`config.mk`:
```
export PLATFORM = sky130hd
export DESIGN_NAME = gtm_top
export DESIGN_NICKNAME = d
export VERILOG_FILES = /design/src/verilog/gtm_pkg.sv /design/src/verilog/gtm_top.sv
export VERILOG_INCLUDE_DIRS = /design/src /design/src/verilog
export SDC_FILE = /design/constraint.sdc
export NUM_CORES = 1
export LEC_CHECK = 0
export BUFFER_PORTS_ARGS = -buffer_cell sky130_fd_sc_hd__buf_4
export CAP_MARGIN = 10
export CORE_MARGIN = 3
export CORE_UTILIZATION = 50
export CTS_CLUSTER_SIZE = 10
export DETAILED_ROUTE_END_ITERATION = 10
export PLACE_DENSITY = 0.78
export REMOVE_ABC_BUFFERS = 1
export SKIP_CTS_REPAIR_TIMING = 1
export SYNTH_ARGS = -nofsm -noshare
export SYNTH_HDL_FRONTEND = slang
export SYNTH_SLANG_ARGS = --single-unit
```
`constraint.sdc`:
```
create_clock -name I_REF_CLK -period 4.2 [get_ports I_REF_CLK]
set_input_delay 0.42 -clock I_REF_CLK [delete_from_list [all_inputs] [get_ports I_REF_CLK]]
set_output_delay 0.42 -clock I_REF_CLK [all_outputs]
set_load 0.02 [all_outputs]
```
`src/verilog/gtm_params.svh`:
```
`ifndef GTM_PARAMS_SVH
`define GTM_PARAMS_SVH

// Configuration register codes
`define GTM_CFG_JOIN_TMR 3'h0
`define GTM_CFG_JOIN_RTC 3'h1
`define GTM_CFG_SPLIT    3'h4

// Half mode field codes
`define GTM_MR_ONESHOT  2'h1
`define GTM_MR_PERIODIC 2'h2

// Reset, clock mode start and match wrap values
`define GTM_HALF_RST 16'hffff
`define GTM_PRE_RST  8'h00
`define GTM_RTC_INIT 32'h00000001
`define GTM_RTC_WRAP 32'h00000000

// Clock mode divider
`define GTM_RTC_IN_HZ  32768
`define GTM_RTC_OUT_HZ 1
`define GTM_RTC_DIV    (`GTM_RTC_IN_HZ / `GTM_RTC_OUT_HZ)

`endif

```
`src/verilog/gtm_pkg.sv`:
```
package gtm_pkg;

  typedef enum logic [1:0] {
    GTM_SPLIT,
    GTM_JOIN_TMR,
    GTM_JOIN_RTC
  } gtm_mode_t;

  typedef logic [15:0] gtm_half_t;

endpackage : gtm_pkg

```
`src/verilog/gtm_top.sv`:
```
// Function
// RQ1: Two 16-bit halves, split or joined 32-bit
// RQ2: Reset leaves block inactive, controls cleared
// RQ3: Reset sets counts, loads ones; prescale zero
// RQ4: Config 0 joined timer, 1 clock mode
// RQ5: Joined modes use only even capture pin
// RQ6: Joined acts as one timer; split independent
// RQ7: Joined load write fills both halves; here only in joined timer mode, clock mode ignores load writes
// RQ8: Joined count read is second:first half
// RQ9: Joined one-shot/periodic from first mode field
// RQ10: Enable counts down, reloads after zero
// RQ11: One-shot stops and clears enable; periodic continues
// RQ12: Zero sets raw time-out until cleared
// RQ13: Unmasked raw time-out sets masked flag
// RQ14: One-cycle trigger pulse when reaching zero
// RQ15: Load rewrite taken next cycle, continue
// RQ16: Stall bit freezes count until released
// RQ17: Clock mode up-counts, first loaded with one
// RQ18: 32.768 kHz pin divided to 1 Hz
// RQ19: Match rolls count to zero, keeps counting
// RQ20: Match sets raw, masked flags; clear bit
// RQ21: Clock enable bit overrides both stall bits; here only in joined modes, split halves still stall
// RQ22: Pinless instance makes internal interrupts only
// RQ23: Interrupt high while any masked flag set
`timescale 1ns/1ns
`include "gtm_params.svh"

module gtm_top
  import gtm_pkg::*;
#(
  parameter int RTC_DIV  = `GTM_RTC_DIV,
  parameter bit HAS_PINS = 1'b1
) (
  input  wire logic        I_REF_CLK,
  input  wire logic        I_RST,
  input  wire logic [2:0]  I_CFG,
  input  wire logic [1:0]  I_MODE_A,
  input  wire logic [1:0]  I_MODE_B,
  input  wire logic        I_EN_SET_A,
  input  wire logic        I_EN_CLR_A,
  input  wire logic        I_EN_SET_B,
  input  wire logic        I_EN_CLR_B,
  input  wire logic        I_OTE_A,
  input  wire logic        I_OTE_B,
  input  wire logic        I_STALL_A,
  input  wire logic        I_STALL_B,
  input  wire logic        I_RTC_EN,
  input  wire logic        I_LOAD_WR_A,
  input  wire logic        I_LOAD_WR_B,
  input  wire logic [31:0] I_LOAD_DATA,
  input  wire logic        I_PRE_WR_A,
  input  wire logic        I_PRE_WR_B,
  input  wire logic [7:0]  I_PRE_DATA,
  input  wire logic        I_MATCH_WR,
  input  wire logic [31:0] I_MATCH_DATA,
  input  wire logic        I_MASK_TO_A,
  input  wire logic        I_MASK_TO_B,
  input  wire logic        I_MASK_RTC,
  input  wire logic        I_CLR_TO_A,
  input  wire logic        I_CLR_TO_B,
  input  wire logic        I_CLR_RTC,
  input  wire logic        I_CAPTURE_COMPARE_PIN_EVEN,
  output logic [31:0]      O_COUNT_A,
  output logic [15:0]      O_COUNT_B,
  output logic [7:0]       O_PRESCALE_A,
  output logic [7:0]       O_PRESCALE_B,
  output logic             O_EN_A,
  output logic             O_EN_B,
  output logic             O_RAW_TO_A,
  output logic             O_RAW_TO_B,
  output logic             O_RAW_RTC,
  output logic             O_MIS_TO_A,
  output logic             O_MIS_TO_B,
  output logic             O_MIS_RTC,
  output logic             O_TRIG_A,
  output logic             O_TRIG_B,
  output logic             O_IRQ
);

  localparam int DIV_W = (RTC_DIV > 2) ? $clog2(RTC_DIV) : 1;
  localparam logic [DIV_W-1:0] DIV_LAST = DIV_W'(RTC_DIV - 1);

  generate
    if (RTC_DIV < 2) begin : g_bad_div
      $error("RTC_DIV must be at least 2");
    end
  endgenerate

  // Pin synchroniser, divider and tick
  logic             pin_s1_q, pin_s2_q, pin_s3_q;
  logic             pin_f_q, pin_f_d;
  logic [DIV_W-1:0] div_q, div_d;
  logic             tick_q, tick_d;
  logic             pin_in;

  // Counter state
  gtm_mode_t   mode;
  gtm_half_t   cnt_q   [2];
  gtm_half_t   cnt_d   [2];
  gtm_half_t   ilr_q   [2];
  gtm_half_t   ilr_d   [2];
  logic [7:0]  pre_q   [2];
  logic [7:0]  pre_d   [2];
  logic [1:0]  en_q, en_d;
  logic [1:0]  rld_q, rld_d;
  logic [1:0]  to_q, to_d;
  logic [1:0]  mto_q, mto_d;
  logic [1:0]  trig_q, trig_d;
  logic        rtc_q, rtc_d;
  logic        mrtc_q, mrtc_d;
  logic        rinit_q, rinit_d;
  logic [31:0] match_q, match_d;
  logic [31:0] rda_q, rda_d;
  logic        irq_q, irq_d;

  logic [1:0]  en_set, en_clr, ote, stall, ld_wr, pre_wr, mask_to, clr_to, hit;
  logic [1:0]  mr     [2];
  logic [31:0] cnt32, nxt32;
  logic        freeze_a;

  assign en_set  = {I_EN_SET_B, I_EN_SET_A};
  assign en_clr  = {I_EN_CLR_B, I_EN_CLR_A};
  assign ote     = {I_OTE_B, I_OTE_A};
  assign stall   = {I_STALL_B, I_STALL_A};
  assign ld_wr   = {I_LOAD_WR_B, I_LOAD_WR_A};
  assign pre_wr  = {I_PRE_WR_B, I_PRE_WR_A};
  assign mask_to = {I_MASK_TO_B, I_MASK_TO_A};
  assign clr_to  = {I_CLR_TO_B, I_CLR_TO_A};
  assign mr[0]   = I_MODE_A;
  assign mr[1]   = I_MODE_B;
  assign pin_in  = HAS_PINS ? I_CAPTURE_COMPARE_PIN_EVEN : 1'b0; // see RQ22

  always_comb begin
    unique case (I_CFG)
      `GTM_CFG_JOIN_TMR: mode = GTM_JOIN_TMR; // see RQ4
      `GTM_CFG_JOIN_RTC: mode = GTM_JOIN_RTC; // see RQ4
      default:           mode = GTM_SPLIT;
    endcase
  end

  // Divider next state
  always_comb begin
    pin_f_d = pin_f_q;
    div_d   = div_q;
    tick_d  = 1'b0;
    if (pin_s2_q == pin_s3_q) begin
      pin_f_d = pin_s3_q;
    end
    if (mode != GTM_JOIN_RTC || !en_q[0]) begin
      div_d = '0;
    end else if (pin_f_d && !pin_f_q) begin // see RQ5
      if (div_q == DIV_LAST) begin // see RQ18
        div_d  = '0;
        tick_d = 1'b1;
      end else begin
        div_d = div_q + DIV_W'(1);
      end
    end
  end

  always_ff @(posedge I_REF_CLK) begin
    if (I_RST) begin
      pin_s1_q <= 1'b0;
      pin_s2_q <= 1'b0;
      pin_s3_q <= 1'b0;
      pin_f_q  <= 1'b0;
      div_q    <= '0;
      tick_q   <= 1'b0;
    end else begin
      pin_s1_q <= pin_in;
      pin_s2_q <= pin_s1_q;
      pin_s3_q <= pin_s2_q;
      pin_f_q  <= pin_f_d;
      div_q    <= div_d;
      tick_q   <= tick_d;
    end
  end

  // Counter next state
  always_comb begin
    cnt_d    = cnt_q;
    ilr_d    = ilr_q;
    pre_d    = pre_q;
    en_d     = en_q;
    rld_d    = 2'b00;
    hit      = 2'b00;
    rtc_d    = rtc_q;
    rinit_d  = rinit_q;
    match_d  = match_q;
    cnt32    = {cnt_q[1], cnt_q[0]};
    nxt32    = cnt32;
    freeze_a = stall[0] && !I_RTC_EN; // see RQ16, RQ21
    for (int h = 0; h < 2; h++) begin
      if (en_set[h]) begin
        en_d[h] = 1'b1;
      end
      if (en_clr[h]) begin
        en_d[h] = 1'b0;
      end
      if (pre_wr[h]) begin
        pre_d[h] = I_PRE_DATA;
      end
    end
    if (I_MATCH_WR) begin
      match_d = I_MATCH_DATA; // see RQ19
    end
    unique case (mode)
      GTM_JOIN_TMR: begin
        en_d[1] = 1'b0; // see RQ6
        if (I_LOAD_WR_A) begin
          ilr_d[0] = I_LOAD_DATA[15:0];  // see RQ7
          ilr_d[1] = I_LOAD_DATA[31:16]; // see RQ7
          nxt32    = I_LOAD_DATA;        // see RQ15
        end else if (rld_q[0]) begin
          nxt32 = {ilr_q[1], ilr_q[0]}; // see RQ10
        end else if (en_q[0] && !freeze_a && cnt32 != 32'h00000000) begin
          nxt32 = cnt32 - 32'h00000001; // see RQ10
          if (nxt32 == 32'h00000000) begin
            hit[0]   = 1'b1;
            rld_d[0] = 1'b1;
            if (I_MODE_A == `GTM_MR_ONESHOT) begin // see RQ9
              en_d[0] = 1'b0; // see RQ11
            end
          end
        end
        cnt_d[0] = nxt32[15:0];
        cnt_d[1] = nxt32[31:16];
      end
      GTM_JOIN_RTC: begin
        en_d[1] = 1'b0; // see RQ6
        if (!rinit_q) begin
          nxt32   = `GTM_RTC_INIT; // see RQ17
          rinit_d = 1'b1;
        end else if (en_q[0] && tick_q && !freeze_a) begin
          if (cnt32 == match_q) begin
            nxt32 = `GTM_RTC_WRAP; // see RQ19
            rtc_d = 1'b1;          // see RQ20
          end else begin
            nxt32 = cnt32 + 32'h00000001; // see RQ17
          end
        end
        cnt_d[0] = nxt32[15:0];
        cnt_d[1] = nxt32[31:16];
      end
      GTM_SPLIT: begin
        for (int h = 0; h < 2; h++) begin // see RQ1, RQ6
          if (ld_wr[h]) begin
            ilr_d[h] = I_LOAD_DATA[15:0];
            cnt_d[h] = I_LOAD_DATA[15:0]; // see RQ15
          end else if (rld_q[h]) begin
            cnt_d[h] = ilr_q[h];
          end else if (en_q[h] && !stall[h] && cnt_q[h] != 16'h0000) begin
            cnt_d[h] = cnt_q[h] - 16'h0001;
            if (cnt_d[h] == 16'h0000) begin
              hit[h]   = 1'b1;
              rld_d[h] = 1'b1;
              if (mr[h] == `GTM_MR_ONESHOT) begin
                en_d[h] = 1'b0;
              end
            end
          end
        end
      end
    endcase
    if (I_CLR_RTC) begin
      rtc_d = 1'b0;
    end
    if (mode == GTM_JOIN_RTC && rinit_q && en_q[0] && tick_q && !freeze_a
        && cnt32 == match_q) begin
      rtc_d = 1'b1; // see RQ20
    end
    for (int h = 0; h < 2; h++) begin
      to_d[h]   = hit[h] || (to_q[h] && !clr_to[h]); // see RQ12
      trig_d[h] = hit[h] && ote[h];                  // see RQ14
    end
    mto_d  = to_d & mask_to;       // see RQ13
    mrtc_d = rtc_d && I_MASK_RTC;  // see RQ20
    irq_d  = (|mto_d) || mrtc_d;   // see RQ23
    if (mode == GTM_SPLIT) begin
      rda_d = {16'h0000, cnt_d[0]};
    end else begin
      rda_d = {cnt_d[1], cnt_d[0]}; // see RQ8
    end
  end

  always_ff @(posedge I_REF_CLK) begin
    if (I_RST) begin
      for (int h = 0; h < 2; h++) begin
        cnt_q[h] <= `GTM_HALF_RST; // see RQ3
        ilr_q[h] <= `GTM_HALF_RST; // see RQ3
        pre_q[h] <= `GTM_PRE_RST;  // see RQ3
      end
      en_q    <= 2'b00; // see RQ2
      rld_q   <= 2'b00;
      to_q    <= 2'b00;
      mto_q   <= 2'b00;
      trig_q  <= 2'b00;
      rtc_q   <= 1'b0;
      mrtc_q  <= 1'b0;
      rinit_q <= 1'b0;
      match_q <= 32'hffffffff;
      rda_q   <= {16'h0000, `GTM_HALF_RST};
      irq_q   <= 1'b0;
    end else begin
      cnt_q   <= cnt_d;
      ilr_q   <= ilr_d;
      pre_q   <= pre_d;
      en_q    <= en_d;
      rld_q   <= rld_d;
      to_q    <= to_d;
      mto_q   <= mto_d;
      trig_q  <= trig_d;
      rtc_q   <= rtc_d;
      mrtc_q  <= mrtc_d;
      rinit_q <= rinit_d;
      match_q <= match_d;
      rda_q   <= rda_d;
      irq_q   <= irq_d;
    end
  end

  assign O_COUNT_A    = rda_q;
  assign O_COUNT_B    = cnt_q[1];
  assign O_PRESCALE_A = pre_q[0];
  assign O_PRESCALE_B = pre_q[1];
  assign O_EN_A       = en_q[0];
  assign O_EN_B       = en_q[1];
  assign O_RAW_TO_A   = to_q[0];
  assign O_RAW_TO_B   = to_q[1];
  assign O_RAW_RTC    = rtc_q;
  assign O_MIS_TO_A   = mto_q[0];
  assign O_MIS_TO_B   = mto_q[1];
  assign O_MIS_RTC    = mrtc_q;
  assign O_TRIG_A     = trig_q[0];
  assign O_TRIG_B     = trig_q[1];
  assign O_IRQ        = irq_q;

endmodule : gtm_top

```
==> flow_summary.ini <==
[status]
status = finished clean

[timing]
setup_tns_ps = 0
worstMarginPinSlew_ps = 1050
setup_slack_ps = 587
period_needed_ps = 3610
hold_violations = 0
fin_worst_skew_ps = 13.2
maxSlewViolCount = 0
setup_viol = 0
slew_headroom_pct = 30.1
fin_crit_sh_pct = 86.0
timing.fmax_mhz = 277
rsz0062_at_grt = false

[cts]
cts-buffers-inserted = 17
numClockSinks = 162
ctsLongestPathBuffers = 2
cts_tree = done
root_buffer = clkbuf_16
clock_latency_ps = 440
htreeDepth = 4
clk_pin_slew_ps = 70

[final_layout]
drive_gt1_share_pct = 19.6
antennaDiodeCount = 0
multi_input_area_sq_um = 5770
final_nets = 1477
syn2layout_area_growth_pct = 22.4
ff_latch_area_sq_um = 3240
fill_cells = 1659
final_cell_mix = buf_4, nand2_1, dfxtp_1
final_common_cell = buf_4

[pwr]
ir_worst_vdd_v = 0.000276
cellLeakagePower_nw = 4.70
powerDensity_nw_per_um2 = 360
fin_total_pwr_mw = 4.18

[drt]
vias = 9939
viasPerCell = 6.18
ant_nets = 0
drcViolationCount = 0
wl_per_cell_microns = 20.7
firstDrtPassIters = 5
first_iter_violations = 1474
detail_route.wirelength_microns = 33300

[setup_path]
cp.arrival_ps = 3930
critical_path.cell_chain = inv_1 > ha_1 > nor3b_1 > buf_4 > and4_1 > a21oi_1 > o21ai_1 > o2bb2ai_1 > a21o_1 > a221o_1
cp_slowest_cell = a21oi_1
r2r_cells = 10
crit_path_start_kind = flip-flop
end_kind = flip-flop
slowest_delay_ps = 680
worstPathMaxFanout = 14
criticalPathCategory = reg2reg
worst_ep_required_time_ps = 4520

[synthesis]
netlist_area_sq_um = 9470
syn_area_per_cell_sq_um = 7.71
synth_cell_type_count = 74
ys_seq_area_share_pct = 34.3
synthTopCellsByArea = dfxtp_1, nand2_1, mux2i_1
ys_warn_count = 0
yosys.area.top_type_share_pct = 34.3
synthCells = 1228
synth_seq_cells = 162
async_flop_share_pct = 0
yosysTopAreaCell = dfxtp_1
synth_edf_count = 0
ys.flop_type = dfxtp_1

[grt]
grt_pass1_vias = 9266
antenna_found_initial = 0
grt_pass1_wl_microns = 51400
grt_max_degree = 66
grt_usage_pct = 31.8
globalRouteOverflowTotal = 0

[place]
numPortBuffers = 176
dp_hpwl_microns = 23800
pre_cts_ws_ps = 680
place_congestion = 0.977

[floorplanning]
die_y_microns = 144
fp-row-count = 49
start_util_pct = 51.8
dieArea_sq_um = 20600
ios = 177
die_w_microns = 144
coreArea_sq_um = 18300

[flow_run]
maxCapViolCount = 0

[worst_hold_path]
holdPathStages = 2
hold_class = in2reg
-- state kept, by name, summed over array words and instances (netlist names), 8 cells and up --
name and flops:
O_PRESCALE_A 8, div_q 15, ilr_q 32, match_q 32, O_COUNT_A 32, O_PRESCALE_B 8, O_COUNT_B 16
-- report_power, final --
group          internal, mW  leakage [nW]  switching (mW)
sequential             1.62          1.34           0.101
combinational         0.345          3.07           0.487
clock                 0.897         0.291           0.721
-- stage by stage --
stage                     std cells  hold slack, ps  util, %  instance area (sq um)
after floorplan                1131             414        -                   9080
after global placement         1577             425     60.2                  11000
after detailed placement       1577             430     60.2                  11000
after CTS                      1609             177     63.4                  11600
after global routing           1609             174     63.4                  11600
final                          1609             187     63.4                  11600
-- worst max-delay path, delay by kind of cell (launching register included) --
family	cells	cell delay, ps
flops	1	550
compound gates	5	1900
simple gates	2	390
fa+ha+maj	1	290
buf+inv	2	370
-- kinds of logic (layout without fill, tap and decap cells) --
family                     after synthesis  after routing  share of synthesized area [%]
and+or+nand+nor                        543            543                           27.7
AOI/OAI and AO/OA                      254            254                           18.0
DFF                                    162            162                           34.3
buffers and inverters                  116            268                           4.85
xor gates and xnor gates                93             93                           8.60
muxes                                   52             52                           5.50
adders and majority gates                8              8                           1.06
-- cells in the mapped netlist (10+ instances only) --
library cell,instances
nor4_1,34
inv_1,18
nand3_1,65
o211ai_1,11
o21ai_0,58
nor2b_1,10
xnor2_1,36
o31a_1,13
mux2i_1,52
and3_1,11
nand2_1,203
a21oi_1,54
xor2_1,57
o31ai_1,13
nor3_1,37
o21ai_1,14
buf_1,19
a31oi_1,12
clkbuf_1,69
nor2_1,97
a22oi_1,10
nand4_1,22
dfxtp_1,162
-- cell type report --
type | count | share of cell area [%]
Tap cell | 229 | 2.47
Multi-Input combinational cell | 950 | 49.8
Inverter | 19 | 0.615
Clock buffer | 18 | 3.70
Clock inverter | 14 | 1.42
Sequential cell | 162 | 28.0
Timing Repair Buffer | 217 | 14.1
-- routing by layer --
layer / vias to the layer above / track usage [%] / routed length (microns)
met5: - / 0 / 0
met4: 0 / 10.7 / 963
met3: 82 / 6.96 / 3700
met2: 559 / 50.1 / 15400
met1: 4634 / 43.5 / 13200
li1: 4664 / - / -
-- final timing paths --
| kind | startpoint | to | slack (ps) |
|---|---|---|---|
| setup / recovery | O_COUNT_B[1] | O_COUNT_A[4] | 590 |
| hold / removal | I_OTE_B | trig_q[1] | 190 |
| setup reg to reg | O_COUNT_B[1] | O_COUNT_A[4] | 590 |
| hold reg to reg | ilr_q[20] | ilr_q[20] | 440 |
No activity file was read; power rests on OpenSTA's default activity.
